<file path="src/logic/cpw_map.vh">
`ifndef CPW_MAP_VH
`define CPW_MAP_VH

// Register byte offsets.
`define CPW_OFF_UNIT_CTRL 8'h00
`define CPW_OFF_DUTY_WRITE 8'h04
`define CPW_OFF_DUTY_SHADOW 8'h08
`define CPW_OFF_PERIPH_FLAGS 8'h0C
`define CPW_OFF_TIMER16_CTRL 8'h10
`define CPW_OFF_TIMER16_COUNT 8'h14
`define CPW_OFF_PERIOD 8'h18
`define CPW_OFF_TIMEBASE8_COUNT 8'h1C
`define CPW_OFF_TIMEBASE8_CTRL 8'h20
`define CPW_OFF_FLAG_CLEAR 8'h24
`define CPW_OFF_PERIPH_ENABLES 8'h8C

// Reset values.
`define CPW_RST_UNIT_CTRL 8'h00
`define CPW_RST_DUTY 8'h00
`define CPW_RST_PERIPH_FLAGS 8'h00
`define CPW_RST_PERIPH_ENABLES 8'h00
`define CPW_RST_TIMER16_CTRL 8'h00
`define CPW_RST_PERIOD 8'hFF
`define CPW_RST_TIMEBASE8_CTRL 8'h00

// Unit control fields and modes.
`define CPW_CTRL_MODE_MSB 3
`define CPW_CTRL_MODE_LSB 0
`define CPW_CTRL_DUTY_LO_MSB 5
`define CPW_CTRL_DUTY_LO_LSB 4
`define CPW_MODE_OFF 4'h0
`define CPW_MODE_CMP_SWI 4'hA
`define CPW_MODE_CMP_SPECIAL 4'hB
`define CPW_MODE_PWM_MSB2 2'h3

// Flag and enable register bits.
`define CPW_FLAG_TIMER16_OVF 0
`define CPW_FLAG_TIMEBASE8_MATCH 1
`define CPW_FLAG_UNIT_EVENT 2
`define CPW_FLAG_MASK 8'h07

// Timer16 control fields.
`define CPW_T16_ON 0
`define CPW_T16_EXT_SEL 1
`define CPW_T16_ASYNC 2
`define CPW_T16_PRE_MSB 5
`define CPW_T16_PRE_LSB 4
`define CPW_T16_CTRL_MASK 8'h37

// Timebase8 control fields.
`define CPW_TB_PRE_MSB 1
`define CPW_TB_PRE_LSB 0
`define CPW_TB_ON 2
`define CPW_TB_CTRL_MASK 8'h07

// Oscillator periods per instruction cycle.
`define CPW_OSC_PER_CYCLE 4

`endif

</file>
<file path="src/logic/cpw_timer16.v">
`timescale 1ns/1ps
`default_nettype none

// Sixteen-bit timer with 1/2/4/8 prescaler, software load and hardware clear.
module cpw_timer16 #(
   parameter WIDTH = 16
) (
   // Clock and reset.
   input wire i_clock,
   input wire i_resetn,
   // Count sources and control.
   input wire i_cycle_en,
   input wire i_ext_rise,
   input wire i_on,
   input wire i_ext_sel,
   input wire [1:0] i_prescale,
   // Hardware clear and software load.
   input wire i_clear,
   input wire i_wr_lo,
   input wire i_wr_hi,
   input wire [WIDTH-1:0] i_wdata,
   // State.
   output reg [WIDTH-1:0] o_count,
   output reg o_overflow
);

   reg [2:0] pre_q;
   reg clear_pend_q;
   wire src = i_ext_sel ? i_ext_rise : i_cycle_en;
   wire pre_done = (pre_q == ((3'h1 << i_prescale) - 3'h1));
   wire tick = i_on && src && pre_done;

   always @(posedge i_clock) begin
      if (!i_resetn) begin
         pre_q <= 3'h0;
         clear_pend_q <= 1'b0;
         o_count <= {WIDTH{1'b0}};
         o_overflow <= 1'b0;
      end else begin
         o_overflow <= 1'b0;
         if (i_on && src) begin
            pre_q <= pre_done ? 3'h0 : pre_q + 3'h1;
         end
         if (i_wr_lo || i_wr_hi) begin
            clear_pend_q <= 1'b0;
            if (i_wr_lo) begin
               o_count[7:0] <= i_wdata[7:0];
            end
            if (i_wr_hi) begin
               o_count[WIDTH-1:8] <= i_wdata[WIDTH-1:8];
            end
         end else if (tick && (i_clear || clear_pend_q)) begin
            // The trigger clear takes the place of an increment and never raises the overflow flag.
            o_count <= {WIDTH{1'b0}};
            clear_pend_q <= 1'b0;
         end else if (i_clear) begin
            clear_pend_q <= 1'b1;
         end else if (tick) begin
            o_count <= o_count + {{(WIDTH-1){1'b0}}, 1'b1};
            o_overflow <= &o_count;
         end
      end
   end

endmodule

`default_nettype wire

</file>
<file path="src/logic/cpw_timebase8.v">
`timescale 1ns/1ps
`default_nettype none

// Eight-bit period timebase; each increment spans four clocks times the prescale.
module cpw_timebase8 (
   // Clock and reset.
   input wire i_clock,
   input wire i_resetn,
   // Control.
   input wire i_on,
   input wire [1:0] i_prescale,
   input wire [7:0] i_period,
   input wire i_wr_count,
   input wire [7:0] i_wdata,
   // State.
   output reg [7:0] o_count,
   output reg [1:0] o_quarter,
   output wire o_rollover
);

   reg [5:0] fine_q;
   wire [5:0] fine_last = (i_prescale == 2'h0) ? 6'h03 : (i_prescale == 2'h1) ? 6'h0F : 6'h3F;
   wire inc = i_on && (fine_q == fine_last);

   assign o_rollover = inc && (o_count == i_period);

   always @* begin
      case (i_prescale)
         2'h0: o_quarter = fine_q[1:0];
         2'h1: o_quarter = fine_q[3:2];
         default: o_quarter = fine_q[5:4];
      endcase
   end

   always @(posedge i_clock) begin
      if (!i_resetn) begin
         fine_q <= 6'h00;
         o_count <= 8'h00;
      end else if (i_wr_count) begin
         o_count <= i_wdata;
         fine_q <= 6'h00;
      end else if (i_on) begin
         fine_q <= inc ? 6'h00 : fine_q + 6'h01;
         if (o_rollover) begin
            o_count <= 8'h00;
         end else if (inc) begin
            o_count <= o_count + 8'h01;
         end
      end
   end

endmodule

`default_nettype wire

</file>
<file path="src/logic/cpw_unit.v">
// The Avalon-MM register port is this design's own decision.
`timescale 1ns/1ps
`default_nettype none

`include "cpw_map.vh"

// Operation
// - Software-interrupt compare: match only sets event flag, pin untouched.
// - Special-event compare: match pulses trigger, clears timer16, starts conversion.
// - Compare pair therefore acts as timer16 programmable period.
// - Trigger clear never sets the timer16 overflow flag.
// - PWM mode drives pin with up to ten-bit duty resolution.
// - Writing zero to unit control forces PWM latch low.
// - PWM period is (period+1) times four oscillator periods times prescale.
// - Timebase count equal to period clears on next increment.
// - Rollover sets pin high unless duty is zero.
// - Rollover copies written duty into read-only shadow.
// - Each cycle is high for duty time, then low.
module cpw_unit (
   // Clock and reset.
   input wire i_clock,
   input wire i_resetn,
   // Avalon-MM slave.
   input wire [7:0] i_address,
   input wire i_read,
   input wire i_write,
   input wire [3:0] i_byteenable,
   input wire [31:0] i_writedata,
   output reg [31:0] o_readdata,
   output reg o_waitrequest,
   // Timer16 external count pin.
   input wire i_t16_ext_clk,
   // Unit pin, conversion start and interrupt.
   output reg o_unit_pin,
   output reg o_adc_start,
   output reg o_irq
);

   // Registers.
   reg [7:0] unit_control_q;
   reg [7:0] duty_write_q;
   reg [7:0] duty_shadow_q;
   reg [1:0] duty_lo_q;
   reg [7:0] periph_flags_q;
   reg [7:0] periph_flags_d;
   reg [7:0] periph_enables_q;
   reg [7:0] timer16_ctrl_q;
   reg [7:0] period_q;
   reg [7:0] timebase8_ctrl_q;
   reg [31:0] rdata_d;

   // Cycle enable and pin synchroniser.
   reg [1:0] osc_phase_q;
   reg ext_meta_q;
   reg ext_sync_q;
   reg ext_prev_q;

   // Compare state.
   reg cmp_equal_q;
   reg special_clear_q;
   reg roll_q;
   reg pwm_level_d;

   // Bus state.
   wire req = i_read || i_write;
   wire take = req && !o_waitrequest;
   wire wr_take = take && i_write;
   wire lane0 = i_byteenable[0];
   wire lane1 = i_byteenable[1];

   wire wr_unit_ctrl = wr_take && lane0 && (i_address == `CPW_OFF_UNIT_CTRL);
   wire wr_duty_write = wr_take && lane0 && (i_address == `CPW_OFF_DUTY_WRITE);
   wire wr_duty_shadow = wr_take && lane0 && (i_address == `CPW_OFF_DUTY_SHADOW);
   wire wr_flag_clear = wr_take && lane0 && (i_address == `CPW_OFF_FLAG_CLEAR);
   wire wr_enables = wr_take && lane0 && (i_address == `CPW_OFF_PERIPH_ENABLES);
   wire wr_t16_ctrl = wr_take && lane0 && (i_address == `CPW_OFF_TIMER16_CTRL);
   wire wr_t16_lo = wr_take && lane0 && (i_address == `CPW_OFF_TIMER16_COUNT);
   wire wr_t16_hi = wr_take && lane1 && (i_address == `CPW_OFF_TIMER16_COUNT);
   wire wr_period = wr_take && lane0 && (i_address == `CPW_OFF_PERIOD);
   wire wr_tb_count = wr_take && lane0 && (i_address == `CPW_OFF_TIMEBASE8_COUNT);
   wire wr_tb_ctrl = wr_take && lane0 && (i_address == `CPW_OFF_TIMEBASE8_CTRL);

   // Mode decode.
   wire [3:0] mode = unit_control_q[`CPW_CTRL_MODE_MSB:`CPW_CTRL_MODE_LSB];
   wire mode_pwm = (mode[3:2] == `CPW_MODE_PWM_MSB2);
   wire mode_swi = (mode == `CPW_MODE_CMP_SWI);
   wire mode_special = (mode == `CPW_MODE_CMP_SPECIAL);
   wire mode_compare = mode_swi || mode_special;

   // Sub-block outputs.
   wire [15:0] t16_count;
   wire t16_overflow;
   wire [7:0] tb_count;
   wire [1:0] tb_quarter;
   wire tb_rollover;

   // One instruction cycle spans four oscillator clocks.
   wire cycle_en = (osc_phase_q == (`CPW_OSC_PER_CYCLE - 1));
   wire ext_rise = ext_sync_q && !ext_prev_q;

   // The compare pair is the written byte low, the shadow byte high.
   wire [15:0] compare_value_pair = {duty_shadow_q, duty_write_q};
   wire cmp_equal = mode_compare && (t16_count == compare_value_pair);
   wire cmp_match = cmp_equal && !cmp_equal_q;

   // PWM duty: write register extended by the two control bits.
   wire [9:0] duty_next = {duty_write_q, unit_control_q[`CPW_CTRL_DUTY_LO_MSB:`CPW_CTRL_DUTY_LO_LSB]};
   wire [9:0] duty_latched = {duty_shadow_q, duty_lo_q};
   wire [9:0] tb_position = {tb_count, tb_quarter};

   always @(posedge i_clock) begin
      if (!i_resetn) begin
         osc_phase_q <= 2'h0;
      end else begin
         osc_phase_q <= osc_phase_q + 2'h1;
      end
   end

   // The first stage feeds only the second stage.
   always @(posedge i_clock) begin
      if (!i_resetn) begin
         ext_meta_q <= 1'b0;
         ext_sync_q <= 1'b0;
         ext_prev_q <= 1'b0;
      end else begin
         ext_meta_q <= i_t16_ext_clk;
         ext_sync_q <= ext_meta_q;
         ext_prev_q <= ext_sync_q;
      end
   end

   // The asynchronous select bit is stored but the count is always synchronous.
   cpw_timer16 #(
      .WIDTH(16)
   ) u_timer16 (
      .i_clock(i_clock),
      .i_resetn(i_resetn),
      .i_cycle_en(cycle_en),
      .i_ext_rise(ext_rise),
      .i_on(timer16_ctrl_q[`CPW_T16_ON]),
      .i_ext_sel(timer16_ctrl_q[`CPW_T16_EXT_SEL]),
      .i_prescale(timer16_ctrl_q[`CPW_T16_PRE_MSB:`CPW_T16_PRE_LSB]),
      .i_clear(special_clear_q),
      .i_wr_lo(wr_t16_lo),
      .i_wr_hi(wr_t16_hi),
      .i_wdata(i_writedata[15:0]),
      .o_count(t16_count),
      .o_overflow(t16_overflow)
   );

   cpw_timebase8 u_timebase8 (
      .i_clock(i_clock),
      .i_resetn(i_resetn),
      .i_on(timebase8_ctrl_q[`CPW_TB_ON]),
      .i_prescale(timebase8_ctrl_q[`CPW_TB_PRE_MSB:`CPW_TB_PRE_LSB]),
      .i_period(period_q),
      .i_wr_count(wr_tb_count),
      .i_wdata(i_writedata[7:0]),
      .o_count(tb_count),
      .o_quarter(tb_quarter),
      .o_rollover(tb_rollover)
   );

   // Software registers.
   always @(posedge i_clock) begin
      if (!i_resetn) begin
         unit_control_q <= `CPW_RST_UNIT_CTRL;
         duty_write_q <= `CPW_RST_DUTY;
         periph_enables_q <= `CPW_RST_PERIPH_ENABLES;
         timer16_ctrl_q <= `CPW_RST_TIMER16_CTRL;
         period_q <= `CPW_RST_PERIOD;
         timebase8_ctrl_q <= `CPW_RST_TIMEBASE8_CTRL;
      end else begin
         if (wr_unit_ctrl) begin
            unit_control_q <= i_writedata[7:0];
         end
         if (wr_duty_write) begin
            duty_write_q <= i_writedata[7:0];
         end
         if (wr_enables) begin
            periph_enables_q <= i_writedata[7:0] & `CPW_FLAG_MASK;
         end
         if (wr_t16_ctrl) begin
            timer16_ctrl_q <= i_writedata[7:0] & `CPW_T16_CTRL_MASK;
         end
         if (wr_period) begin
            period_q <= i_writedata[7:0];
         end
         if (wr_tb_ctrl) begin
            timebase8_ctrl_q <= i_writedata[7:0] & `CPW_TB_CTRL_MASK;
         end
      end
   end

   // Shadow duty: software-writable high compare byte, read-only in PWM.
   always @(posedge i_clock) begin
      if (!i_resetn) begin
         duty_shadow_q <= `CPW_RST_DUTY;
         duty_lo_q <= 2'h0;
      end else if (mode_pwm) begin
         if (tb_rollover) begin
            duty_shadow_q <= duty_next[9:2];
            duty_lo_q <= duty_next[1:0];
         end
      end else if (wr_duty_shadow) begin
         duty_shadow_q <= i_writedata[7:0];
      end
   end

   // Compare match detection and special event trigger.
   always @(posedge i_clock) begin
      if (!i_resetn) begin
         cmp_equal_q <= 1'b0;
         special_clear_q <= 1'b0;
         o_adc_start <= 1'b0;
      end else begin
         cmp_equal_q <= cmp_equal;
         // The clear replaces the next timer increment, so the count runs from zero to the pair.
         special_clear_q <= cmp_match && mode_special;
         o_adc_start <= cmp_match && mode_special;
      end
   end

   // The pin rises one clock after the rollover, so the high time is exactly the duty time.
   always @(posedge i_clock) begin
      if (!i_resetn) begin
         roll_q <= 1'b0;
      end else begin
         roll_q <= tb_rollover;
      end
   end

   // PWM output latch; compare modes leave it alone.
   always @* begin
      pwm_level_d = o_unit_pin;
      if (mode_pwm) begin
         if (roll_q) begin
            pwm_level_d = (duty_latched != 10'h000);
         end else if (tb_position == duty_latched) begin
            pwm_level_d = 1'b0;
         end
      end
   end

   always @(posedge i_clock) begin
      if (!i_resetn) begin
         o_unit_pin <= 1'b0;
      end else if (wr_unit_ctrl && (i_writedata[7:0] == 8'h00)) begin
         o_unit_pin <= 1'b0;
      end else begin
         o_unit_pin <= pwm_level_d;
      end
   end

   // Sticky flags: a hardware set wins over a clear in the same cycle.
   always @* begin
      periph_flags_d = periph_flags_q;
      if (wr_flag_clear) begin
         periph_flags_d = periph_flags_d & ~i_writedata[7:0];
      end
      if (t16_overflow) begin
         periph_flags_d[`CPW_FLAG_TIMER16_OVF] = 1'b1;
      end
      if (tb_rollover) begin
         periph_flags_d[`CPW_FLAG_TIMEBASE8_MATCH] = 1'b1;
      end
      if (cmp_match) begin
         periph_flags_d[`CPW_FLAG_UNIT_EVENT] = 1'b1;
      end
   end

   always @(posedge i_clock) begin
      if (!i_resetn) begin
         periph_flags_q <= `CPW_RST_PERIPH_FLAGS;
         o_irq <= 1'b0;
      end else begin
         periph_flags_q <= periph_flags_d & `CPW_FLAG_MASK;
         o_irq <= |(periph_flags_d & periph_enables_q);
      end
   end

   // Read mux; unmapped and write-only addresses read as zero.
   always @* begin
      rdata_d = 32'h00000000;
      case (i_address)
         `CPW_OFF_UNIT_CTRL: rdata_d[7:0] = unit_control_q;
         `CPW_OFF_DUTY_WRITE: rdata_d[7:0] = duty_write_q;
         `CPW_OFF_DUTY_SHADOW: rdata_d[7:0] = duty_shadow_q;
         `CPW_OFF_PERIPH_FLAGS: rdata_d[7:0] = periph_flags_q;
         `CPW_OFF_TIMER16_CTRL: rdata_d[7:0] = timer16_ctrl_q;
         `CPW_OFF_TIMER16_COUNT: rdata_d[15:0] = t16_count;
         `CPW_OFF_PERIOD: rdata_d[7:0] = period_q;
         `CPW_OFF_TIMEBASE8_COUNT: rdata_d[7:0] = tb_count;
         `CPW_OFF_TIMEBASE8_CTRL: rdata_d[7:0] = timebase8_ctrl_q;
         `CPW_OFF_PERIPH_ENABLES: rdata_d[7:0] = periph_enables_q;
         default: rdata_d = 32'h00000000;
      endcase
   end

   // One wait cycle per access; read data lands as waitrequest drops, write effects one edge later.
   always @(posedge i_clock) begin
      if (!i_resetn) begin
         o_waitrequest <= 1'b1;
         o_readdata <= 32'h00000000;
      end else begin
         o_waitrequest <= !(req && o_waitrequest);
         if (req && o_waitrequest && i_read) begin
            o_readdata <= rdata_d;
         end
      end
   end

endmodule

`default_nettype wire

</file>
<file path="config.mk">
export PLATFORM = sky130hd
export DESIGN_NAME = cpw_unit
export DESIGN_NICKNAME = d
export VERILOG_FILES = /design/src/logic/cpw_timer16.v /design/src/logic/cpw_timebase8.v /design/src/logic/cpw_unit.v
export VERILOG_INCLUDE_DIRS = /design/src /design/src/logic
export SDC_FILE = /design/constraint.sdc
export NUM_CORES = 1
export LEC_CHECK = 0
export ABC_AREA = 1
export BUFFER_PORTS_ARGS = -buffer_cell sky130_fd_sc_hd__buf_2
export CELL_PAD_IN_SITES_DETAIL_PLACEMENT = 0
export CELL_PAD_IN_SITES_GLOBAL_PLACEMENT = 1
export CORE_MARGIN = 2
export CORE_UTILIZATION = 42
export DETAILED_ROUTE_END_ITERATION = 16
export PLACE_DENSITY = 0.87
export SLEW_MARGIN = 20
export SYNTH_ARGS = -nofsm -noshare
export SYNTH_HDL_FRONTEND = slang
export SYNTH_HIERARCHICAL = 1
export SYNTH_SLANG_ARGS = --single-unit
</file>
<file path="constraint.sdc">
create_clock -name i_clock -period 2.5 [get_ports i_clock]
set_clock_uncertainty 0.05 [all_clocks]
set_input_delay 0.25 -clock i_clock [delete_from_list [all_inputs] [get_ports i_clock]]
set_output_delay 0.25 -clock i_clock [all_outputs]
set_load 0.03 [all_outputs]
</file>
Yosys cells after proc, flatten, opt, wreduce, memory -nomap -nowiden
Index checks and enable logic that the tools add are counted.
{ "classes": {"addsub": 6, "n_eq_ne": 24, "shifts": 1, "mux": 27, "bitwise_logic": 5, "n_reduce_logical": 56} }
{ "op_table": {"columns": ["operator", "count"], "rows": [
  ["two-way mux 8 bit", 11],
  ["one-hot mux 8 bit (10 select lines)", 1],
  ["two-way mux 16 bit", 4],
  ["equality test 8 x 5 -> 1 bit (second input constant)", 4],
  ["logical AND 1 bit", 27],
  ["two-way mux 6 bit", 3],
  ["adder 16 x 1 -> 16 bit (second input constant)", 1],
  ["equality test 16 bit", 1],
  ["equality test 8 x 4 -> 1 bit (second input constant)", 2],
  ["equality test 8 x 6 -> 1 bit (second input constant)", 2],
  ["logical NOT 8 bit", 2],
  ["AND reduction 16 bit", 1],
  ["equality test 10 bit", 1],
  ["nonzero test 10 bit", 1],
  ["adder 8 x 1 -> 8 bit (second input constant)", 1],
  ["bitwise AND 8 x 3 -> 8 bit", 1],
  ["bitwise AND 8 bit", 1],
  ["equality test 4 bit (second input constant)", 2],
  ["equality test 8 x 3 -> 1 bit (second input constant)", 1],
  ["equality test 8 bit", 1],
  ["equality test 8 bit (second input constant)", 1],
  ["NOT 8 bit", 1],
  ["AND reduction 2 bit", 4],
  ["OR reduction 8 bit", 1],
  ["other kinds (24)", 44]
]} }
{ "totals": {"register_bits": 115, "inputBits": 49, "output_inout_bits": 36, "word_cells": 147} }

Depth between registers and ports, before layout
Gate-level depths: netlist of the first run.
{ "depth": {"depth_word": 9, "depth_mapped": 13, "depth_no_buf": 13} }

Cells and area by module
The synthesis of the first run kept the hierarchy.
{ "modules_own_cells": {"columns": ["module", "instances", "cells_per_inst", "area_each_um2", "seq_area_each_um2"], "rows": [
  ["cpw_unit", 1, 614, 4221.5, 1501.4],
  ["cpw_timer16", 1, 266, 1570.3, 420.4],
  ["cpw_timebase8", 1, 166, 1038.5, 280.3]
]} }

Worst setup path after synthesis of the first run
OpenSTA, ideal clock, no wires.
{ "synth_timing": {"kind": "flip-flop to flip-flop", "startpoint": "register o_waitrequest", "endpoint": "register u_timer16.o_count[6]", "setup_time_ns": 0.111, "arrival_time_ns": 1.777, "required_ns": 2.339, "setup_slack_ns": 0.562, "path_stages_with_launch": 11, "n_path_buf": 1, "period_less_slack_ns": 1.938, "cell_sequence": "dfxtp_1 nor2_2 nand2_4 nor3_1 nor2_1 clkinv_1 buf_2 nand2_1 nand2_1 nor2_2 nor2_1"} }
{ "synth_via": {"elab_chain_len": 8, "elab_cells_between_ends": 13, "classes_between": "eq/ne: 2; mux: 1; reduce/logical: 10"} }
{ "synth_lines": {"columns": ["element", "line_no", "source"], "rows": [
  ["start, declared", "cpw_unit.v:30", "output reg o_waitrequest,"],
  ["start signal, assigned", "cpw_unit.v:306", "o_waitrequest <= !(req && o_waitrequest);"],
  ["logical NOT 1 bit *", "cpw_unit.v:66", "wire take = req && !o_waitrequest;"],
  ["logical AND 1 bit *", "cpw_unit.v:66", null],
  ["logical AND 1 bit *", "cpw_unit.v:67", "wire wr_take = take && i_write;"],
  ["logical AND 1 bit * (2 in a row)", "cpw_unit.v:77", "wire wr_t16_lo = wr_take && lane0 && (i_address == `CPW_OFF_TIMER16_COUNT);"],
  ["named net wr_t16_lo", "cpw_unit.v:77", null],
  ["logical OR 1 bit", "cpw_timer16.v:44", "if (i_wr_lo || i_wr_hi) begin"],
  ["inequality test 3 x 1 -> 1 bit (no source line) (tied with other cells)", null, null],
  ["AND reduction 3 bit (no source line)", null, null],
  ["end signal, assigned", "cpw_timer16.v:47", "o_count[7:0] <= i_wdata[7:0];"],
  ["end signal, assigned by index", "cpw_timer16.v:50", "o_count[WIDTH-1:8] <= i_wdata[WIDTH-1:8];"],
  ["end signal, assigned", "cpw_timer16.v:54", "o_count <= {WIDTH{1'b0}};"],
  ["end, declared", "cpw_timer16.v:23", "output reg [WIDTH-1:0] o_count,"]
]} }
The timed path passes the listed nets; every way through them passes the cells marked *.
A chain may end at the register's enable or synchronous reset.

Final worst setup path of the first run
{ "layout_timing": {"startpoint": "register o_waitrequest", "endpoint": "register u_timer16.o_count[13]"} }
{ "layout_via": {"elab_chain_len": 8, "elab_cells_between_ends": 13, "classes_between": "eq/ne: 2; mux: 1; reduce/logical: 10"} }
{ "layout_lines": {"columns": ["element", "line_no", "source"], "rows": [
  ["logical NOT 1 bit *", "cpw_unit.v:66", null],
  ["logical AND 1 bit *", "cpw_unit.v:66", null],
  ["logical AND 1 bit *", "cpw_unit.v:67", null],
  ["logical AND 1 bit * (2 in a row)", "cpw_unit.v:77", null],
  ["named net wr_t16_lo", "cpw_unit.v:77", null],
  ["logical OR 1 bit *", "cpw_timer16.v:44", null],
  ["inequality test 3 x 1 -> 1 bit (no source line) (tied with other cells)", null, null],
  ["AND reduction 3 bit (no source line)", null, null],
  ["end signal, assigned by index", "cpw_timer16.v:50", null],
  ["end signal, assigned", "cpw_timer16.v:54", null],
  ["end signal, assigned", "cpw_timer16.v:59", "o_count <= o_count + {{(WIDTH-1){1'b0}}, 1'b1};"]
]} }
Marks and branches as above.

==> key figures, run 1 <==
Logic synthesis
  • Number of synthesized register bits: 110
  • YS warnings: 6
  • Seq/Total Area, Yosys: around a third
  • Syn Area/Cell: about 6.5 um^2
  • Synth cell types: 48
  • Synth Instances: 1046
  • Cell area after synthesis: between 6000 and 7000 um^2

GRT
  • Total GRT Usage: 23.4%
  • Antenna violations before repair: 0
  • GR Overflow Total: 0
  • Largest net degree at the start of global routing: 22
  • Global-route wire length before repair: 32.3 mm
  • Vias in the first global route: 6015

Worst setup path
  • Worst r2r path cells: 9
  • RR Startpoint: o_waitrequest
  • Worst Path Max Fanout: 9
  • Kind of critical path: reg2reg
  • Critical R2R Capture: u_timer16/o_count[13]
  • CP Launch Type: flip-flop
  • Worst Path Arrival: 2.38 ns
  • Crit path required time: 2.75 ns
  • Crit end category: flip-flop
  • Reg-to-reg slack, setup: about 0.38 ns

STA
  • RSZ-0062 raised after global routing: no
  • Slew Limit Fails: 0
  • Minimum clock period: between 2 and 2.5 ns
  • Setup violators final: 0
  • Max Freq: around 470 MHz
  • Total negative setup slack: 0 ns
  • Period Utilization, post-route: between 80% and 90%
  • Slew @ Worst Pin: around 0.63 ns
  • Final worst slack: 0.378 ns
  • Fin. Hold Viols: 0
  • Slew headroom: between 50% and 60%

Routing
  • Drt first-iter violations: a little over 700
  • Post-route ant nets: 0
  • First-pass detailed-route iteration total: 6
  • Vias: about 6700
  • Met2 wire len: ~8.5 mm
  • Avg WL per Cell: 15.3 um
  • Max Used Layer: met4
  • Met1 Wirelength: 9.94 mm
  • DRC Markers: 0
  • WL final: 20.2 mm
  • Vias per cell: ~5.1
  • WL met3: 1.40 mm

Min path
  • Hold Path Sink: ext_meta_q
  • Hold WC Path Type: in2reg
  • Hold Startpoint: i_t16_ext_clk
  • Hold Path Depth: 3

Clocking
  • Hold buffer count at cts: 0
  • Clock Sinks: between 100 and 150
  • Post-CTS setup buffers: 0
  • H-tree levels: 3
  • Clk_lat worst skew: roughly 0.37 ns
  • Clk buf depth: 2
  • Total CTS buffers: 9
  • TritonCTS clock tree: done
  • Post-CTS Resized: 0
  • Reg clk slew, reported paths: 0.08 ns
  • CTS root buf: clkbuf_16

Place
  • Hpwl dp: around 15 mm
  • Placer Congestion: between 0.8 and 0.9
  • Setup WS pre-CTS: between 0.3 and 0.4 ns
  • Buffers on Ports: 50

Final layout
  • Fraction of layout cells with a size suffix above 1: 13.9%
  • Ant diodes: 0
  • Nets: between 1000 and 1500
  • Core Util, Final: between 40 and 50%
  • Multi-input gate area: slightly below 4000 um^2
  • Area Growth Syn to Fin: 10.3%
  • Filler cells: about 1700
  • Sequential cell area: 2200 um^2

Power and ir drop
  • Peak supply drop: between 300 and 400 uV
  • P_leak: around 0.0034 uW
  • Total power: 3390 uW
  • Power Dens Cells: 450 nW/um^2

Floorplanning
  • Die area: 17300 um^2
  • Die width: between 100 and 150 um
  • Core area: 15900 um^2
  • Die height: roughly 130 um
  • Starting density of the core: around 43%
  • Site Rows: 46
  • I/O pin total: 85

Run
  • Number of max-cap violations: 0

Status
  • Outcome: completed
worst max-delay path, cell delays in order (launching register included):
cell and delay (ns):
dfxtp_1 0.35, nor2_2 0.18, nand2_4 0.14, nor3_1 0.43, clkinv_1 0.31, nand3_4 0.22, nand2_2 0.15, nand2_1 0.11
nor2_2 0.04, nor2_1 0.09
worst max-delay path by stage:
stage	from	endpoint	slack [ns]	cells past startpoint
CTS	o_waitrequest	u_timer16/o_count[13]	0.40	9
global route	o_waitrequest	u_timer16/o_count[13]	0.23	9
global placement	i_write	u_timer16/o_count[15]	0.46	11
finish	o_waitrequest	u_timer16/o_count[13]	0.38	9
floorplan	o_waitrequest	u_timer16/o_count[6]	0.56	10
detailed placement	i_write	u_timer16/o_count[13]	0.38	11
cell families (layout without fill, tap and decap cells):
group	after synthesis	in the layout	synth area share (%)
AO/OA/AOI/OAI	140	140	11.3
XOR/XNOR	26	26	3.33
flip-flops	110	110	32.2
other	1	16	0.0549
AND/OR/NAND/NOR	594	594	40.5
buffers and inverters	170	213	11.6
adder cells (fa/ha/maj)	5	5	0.916
where the power goes:
part | internal, uW | switching, uW | leakage, uW
logic | 47.9 | 176 | 0.00237
clock network | 706 | 702 | 0.000135
registers | 1760 | 3.89 | 0.000887
total | 2510 | 881 | 0.00339
metrics by stage:
step,std cells,hold slack [ns],instance area (um^2)
after CTS,1320,0.00891,7530
after global placement,1304,0.345,7260
final,1320,0.0149,7530
after global routing,1320,0.0293,7530
after floorplan,1061,0.298,6890
after detailed placement,1304,0.349,7260
synth_stat cells, drive strengths merged:
cell type / n / area [um^2]
nand2: 292 / 1150
nor2: 146 / 703
inv: 119 / 449
nand3: 116 / 631
dfxtp: 110 / 2200
a21oi: 60 / 304
o21ai: 59 / 299
buf: 36 / 282
nand4: 19 / 134
xor2: 17 / 149
clkbuf: 9 / 33.8
nor3: 9 / 50.1
o211ai: 9 / 72.6
xnor2: 9 / 78.8
a211oi: 8 / 70.1
nand3b: 7 / 52.6
clkinv: 5 / 20.0
ha: 5 / 62.6
nor4: 3 / 33.8
o22ai: 2 / 12.5
or2: 2 / 12.5
conb: 1 / 3.75
dlygate4sd1: 1 / 8.76
o21bai: 1 / 7.51
o31ai: 1 / 7.51
final cells by class:
| type | count | share of cell area, % |
|---|---|---|
| clock inverters | 5 | 0.465 |
| inverters | 124 | 6.23 |
| repair buffers | 73 | 5.61 |
| multi-input cells | 781 | 51.7 |
| clock buffers | 11 | 3.22 |
| flip-flops and latches | 110 | 29.2 |
| well taps | 216 | 3.59 |
sequential cells by signal, indices dropped and copies added (netlist names), 2 cells and up:
register / flops
period_q: 8
u_timebase8/fine_q: 6
timebase8_ctrl_q: 3
u_timer16/pre_q: 3
duty_shadow_q: 8
duty_lo_q: 2
o_readdata: 16
unit_control_q: 8
osc_phase_q: 2
u_timer16/o_count: 16
periph_enables_q: 3
duty_write_q: 8
u_timebase8/o_count: 8
timer16_ctrl_q: 5
periph_flags_q: 3
per-layer routing:
| metal | track usage, % | vias to the layer above |
|---|---|---|
| li1 | - | 3432 |
| met2 | 34.8 | 245 |
| met1 | 34.1 | 3011 |
| met4 | 7.61 | 0 |
| met3 | 4.24 | 24 |
| met5 | 0 | - |
placed cells by master (no fill, tap or decap), types with 11 or more instances in the layout:
cell type / Yosys / final
o21ai_0: 52 / 52
nand2_1: 278 / 278
buf_2: 11 / 50
conb_1: 1 / 16
nand4_1: 18 / 18
nor2_2: 16 / 16
inv_1: 114 / 114
nor2_4: 11 / 11
dfxtp_1: 110 / 110
xor2_1: 17 / 17
a21oi_1: 59 / 59
buf_4: 18 / 23
nand3_1: 109 / 109
nor2_1: 117 / 117
Note: power is estimated with default switching activity, not from simulation.
==> inputs of run 2 (changes only) <==
CORE_UTILIZATION = 38   (was 42)
PLACE_DENSITY = 0.84   (was 0.87)
clock period = 1.8 ns   (was 2.5 ns; I/O delays follow)
==> run 2 against run 1 <==
- register-to-register slack worse by 0.26 ns
- via count is 2.6% higher
- first-iteration DRC count fell by 7.4%
- setup slack got worse by 0.26 ns
- largest power group unchanged
==> key figures, run 2 (synthesis gave the netlist of run 1 again) <==
Worst setup path
  • Worst Path Arrival: between 1.5 and 2 ns
  • Worst Path Max Fanout: 5
  • Kind of critical path: reg2reg
  • Critical R2R Capture: o_irq
  • Crit end category: flip-flop
  • Reg-to-reg slack, setup: approximately 0.12 ns
  • Crit path required time: a little over 2 ns
  • CP Launch Type: flip-flop
  • RR Startpoint: u_timer16/o_count[4]
  • Worst r2r path cells: 8

GRT
  • Antenna violations before repair: 0
  • Largest net degree at the start of global routing: 35
  • Vias in the first global route: around 6200
  • Total GRT Usage: 21.8%
  • Global-route wire length before repair: between 30 and 40 mm
  • GR Overflow Total: 0

Clocking
  • Total CTS buffers: 9
  • H-tree levels: 3
  • Clk_lat worst skew: about 0.36 ns
  • Clk buf depth: 2
  • CTS root buf: clkbuf_16
  • Reg clk slew, reported paths: approximately 0.08 ns
  • Clock Sinks: 110
  • TritonCTS clock tree: done

Routing
  • DRC Markers: 0
  • Post-route ant nets: 0
  • First-pass detailed-route iteration total: 6
  • WL final: ~21 mm
  • Avg WL per Cell: 15.2 um
  • Drt first-iter violations: roughly 660
  • Vias: 6884
  • Vias per cell: roughly 5.0

Power and ir drop
  • Total power: approximately 4700 uW
  • P_leak: between 0.003 and 0.004 uW
  • Peak supply drop: 446 uV
  • Power Dens Cells: around 600 nW/um^2

Place
  • Placed Cells: between 1000 and 1500
  • Buffers on Ports: 50
  • Hpwl dp: ~16 mm
  • Placer Congestion: approximately 0.93
  • Placed Instance Area: 7590 um^2

Floorplanning
  • Site Rows: between 40 and 50
  • Starting density of the core: approximately two fifths
  • Core area: ~18000 um^2
  • I/O pin total: 85
  • Die area: around 19000 um^2
  • Die height: 138 um
  • Die width: approximately 140 um

Min path
  • Hold WC Path Type: in2reg
  • Hold Path Sink: u_timer16/o_count[14]
  • Hold Path Depth: 5
  • Hold Startpoint: i_writedata[14]

STA
  • Slew headroom: 65.0%
  • Minimum clock period: roughly 1.7 ns
  • Period Utilization, post-route: between 90% and 100%
  • Max Freq: about 590 MHz
  • Fin. Hold Viols: 0
  • Total negative setup slack: 0 ns
  • Slew @ Worst Pin: 0.525 ns
  • RSZ-0062 raised after global routing: no
  • Setup violators final: 0
  • Slew Limit Fails: 0

Final layout
  • Top Registers: o_readdata x16, u_timer16/o_count x16
  • Ant diodes: 0
  • Fraction of layout cells with a size suffix above 1: ~18%
  • Area Growth Syn to Fin: 16.6%
  • Layout Cells excl Fill: approximately 1400
  • Most frequent cells in the layout: 276 x nand2_1, 115 x nor2_1, 113 x inv_1, 109 x nand3_1, 106 x dfxtp_1
  • Final instance area: roughly 8000 um^2
  • Commonest non-fill, non-tap cell in the layout: nand2_1
  • Nets: 1197

Status
  • Outcome: completed

Run
  • Number of max-cap violations: 0
## run 2: changes by cell type in the layout (fill, tap and decap cells not counted), moves of 3 or more
cell and change:
buf_4 +39, clkinv_1 -3, dfxtp_1 -4, dfxtp_2 +4
dlygate4sd3_1 +3, nor2_4 +4
## run 2: cell type report
class / instances / area, um^2
Timing Repair Buffer: 117 / 777
Fill cell: 1879 / 9820
Clock buffer: 9 / 225
Sequential cell: 110 / 2210
Multi-Input combinational cell: 781 / 3950
Tap cell: 229 / 287
Inverter: 124 / 472
Clock inverter: 6 / 47.5
## run 2: worst max path at each step
stage / from / slack, ns / to / cells past startpoint
6_report: u_timer16/o_count[4] / 0.12 / o_irq / 8
5_1_grt: u_timebase8/fine_q[1] / 0.002 / o_irq / 12
4_1_cts: timebase8_ctrl_q[1] / 0.007 / duty_lo_q[0] / 8
3_5_place_dp: i_address[5] / -0.22 / u_timer16/o_count[11] / 12
3_3_place_gp: i_address[5] / -0.20 / u_timer16/o_count[11] / 12
2_1_floorplan: o_waitrequest / 0.01 / u_timer16/o_count[8] / 9
## run 2: stage by stage
| stage | hold WS [ns] | setup slack, ns | util, % |
|---|---|---|---|
| after floorplan | 0.228 | 0.0106 | - |
| after global placement | 0.328 | -0.202 | 42.7 |
| after detailed placement | 0.336 | -0.222 | 42.7 |
| after CTS | 0.0731 | 0.00671 | 44.4 |
| after global routing | 0.0993 | 0.00215 | 44.8 |
| final | 0.0738 | 0.117 | 44.8 |
## run 2: metal layers
metal,part of all wire (%),wire (um),vias to the layer above,GRT usage (%)
li1,-,-,3514,-
met1,47,9870,3104,32.1
met2,43,8880,240,33.4
met3,7.8,1630,26,2.25
met4,2.3,474,0,7.25
met5,0,0,-,0
## run 2: critical path, cell delays in order (launching register included)
cell     delay (ns)
dfxtp_1        0.49
o21ai_0        0.14
nor2_1         0.11
nand2_1        0.06
nor2_1         0.22
nand4_1        0.20
nand2_1        0.17
nand2_1        0.08
nand2_2        0.09
## run 2: repair_timing
action / in CTS / in global routing
hold buffers: 3 / 0
pin swaps: 0 / 3
setup endpoints to repair: 16 / 36
hold endpoints to repair: 2 / 0
buffers inserted: 0 / 1
gates resized for setup: 2 / 17
## run 2: where the power goes
group	total (uW)	switching (uW)	leakage [uW]	internal, uW
registers	2450	5.71	0.000889	2440
logic	328	247	0.00262	81.0
clock network	1930	987	0.000137	946
total	4710	1240	0.00364	3470
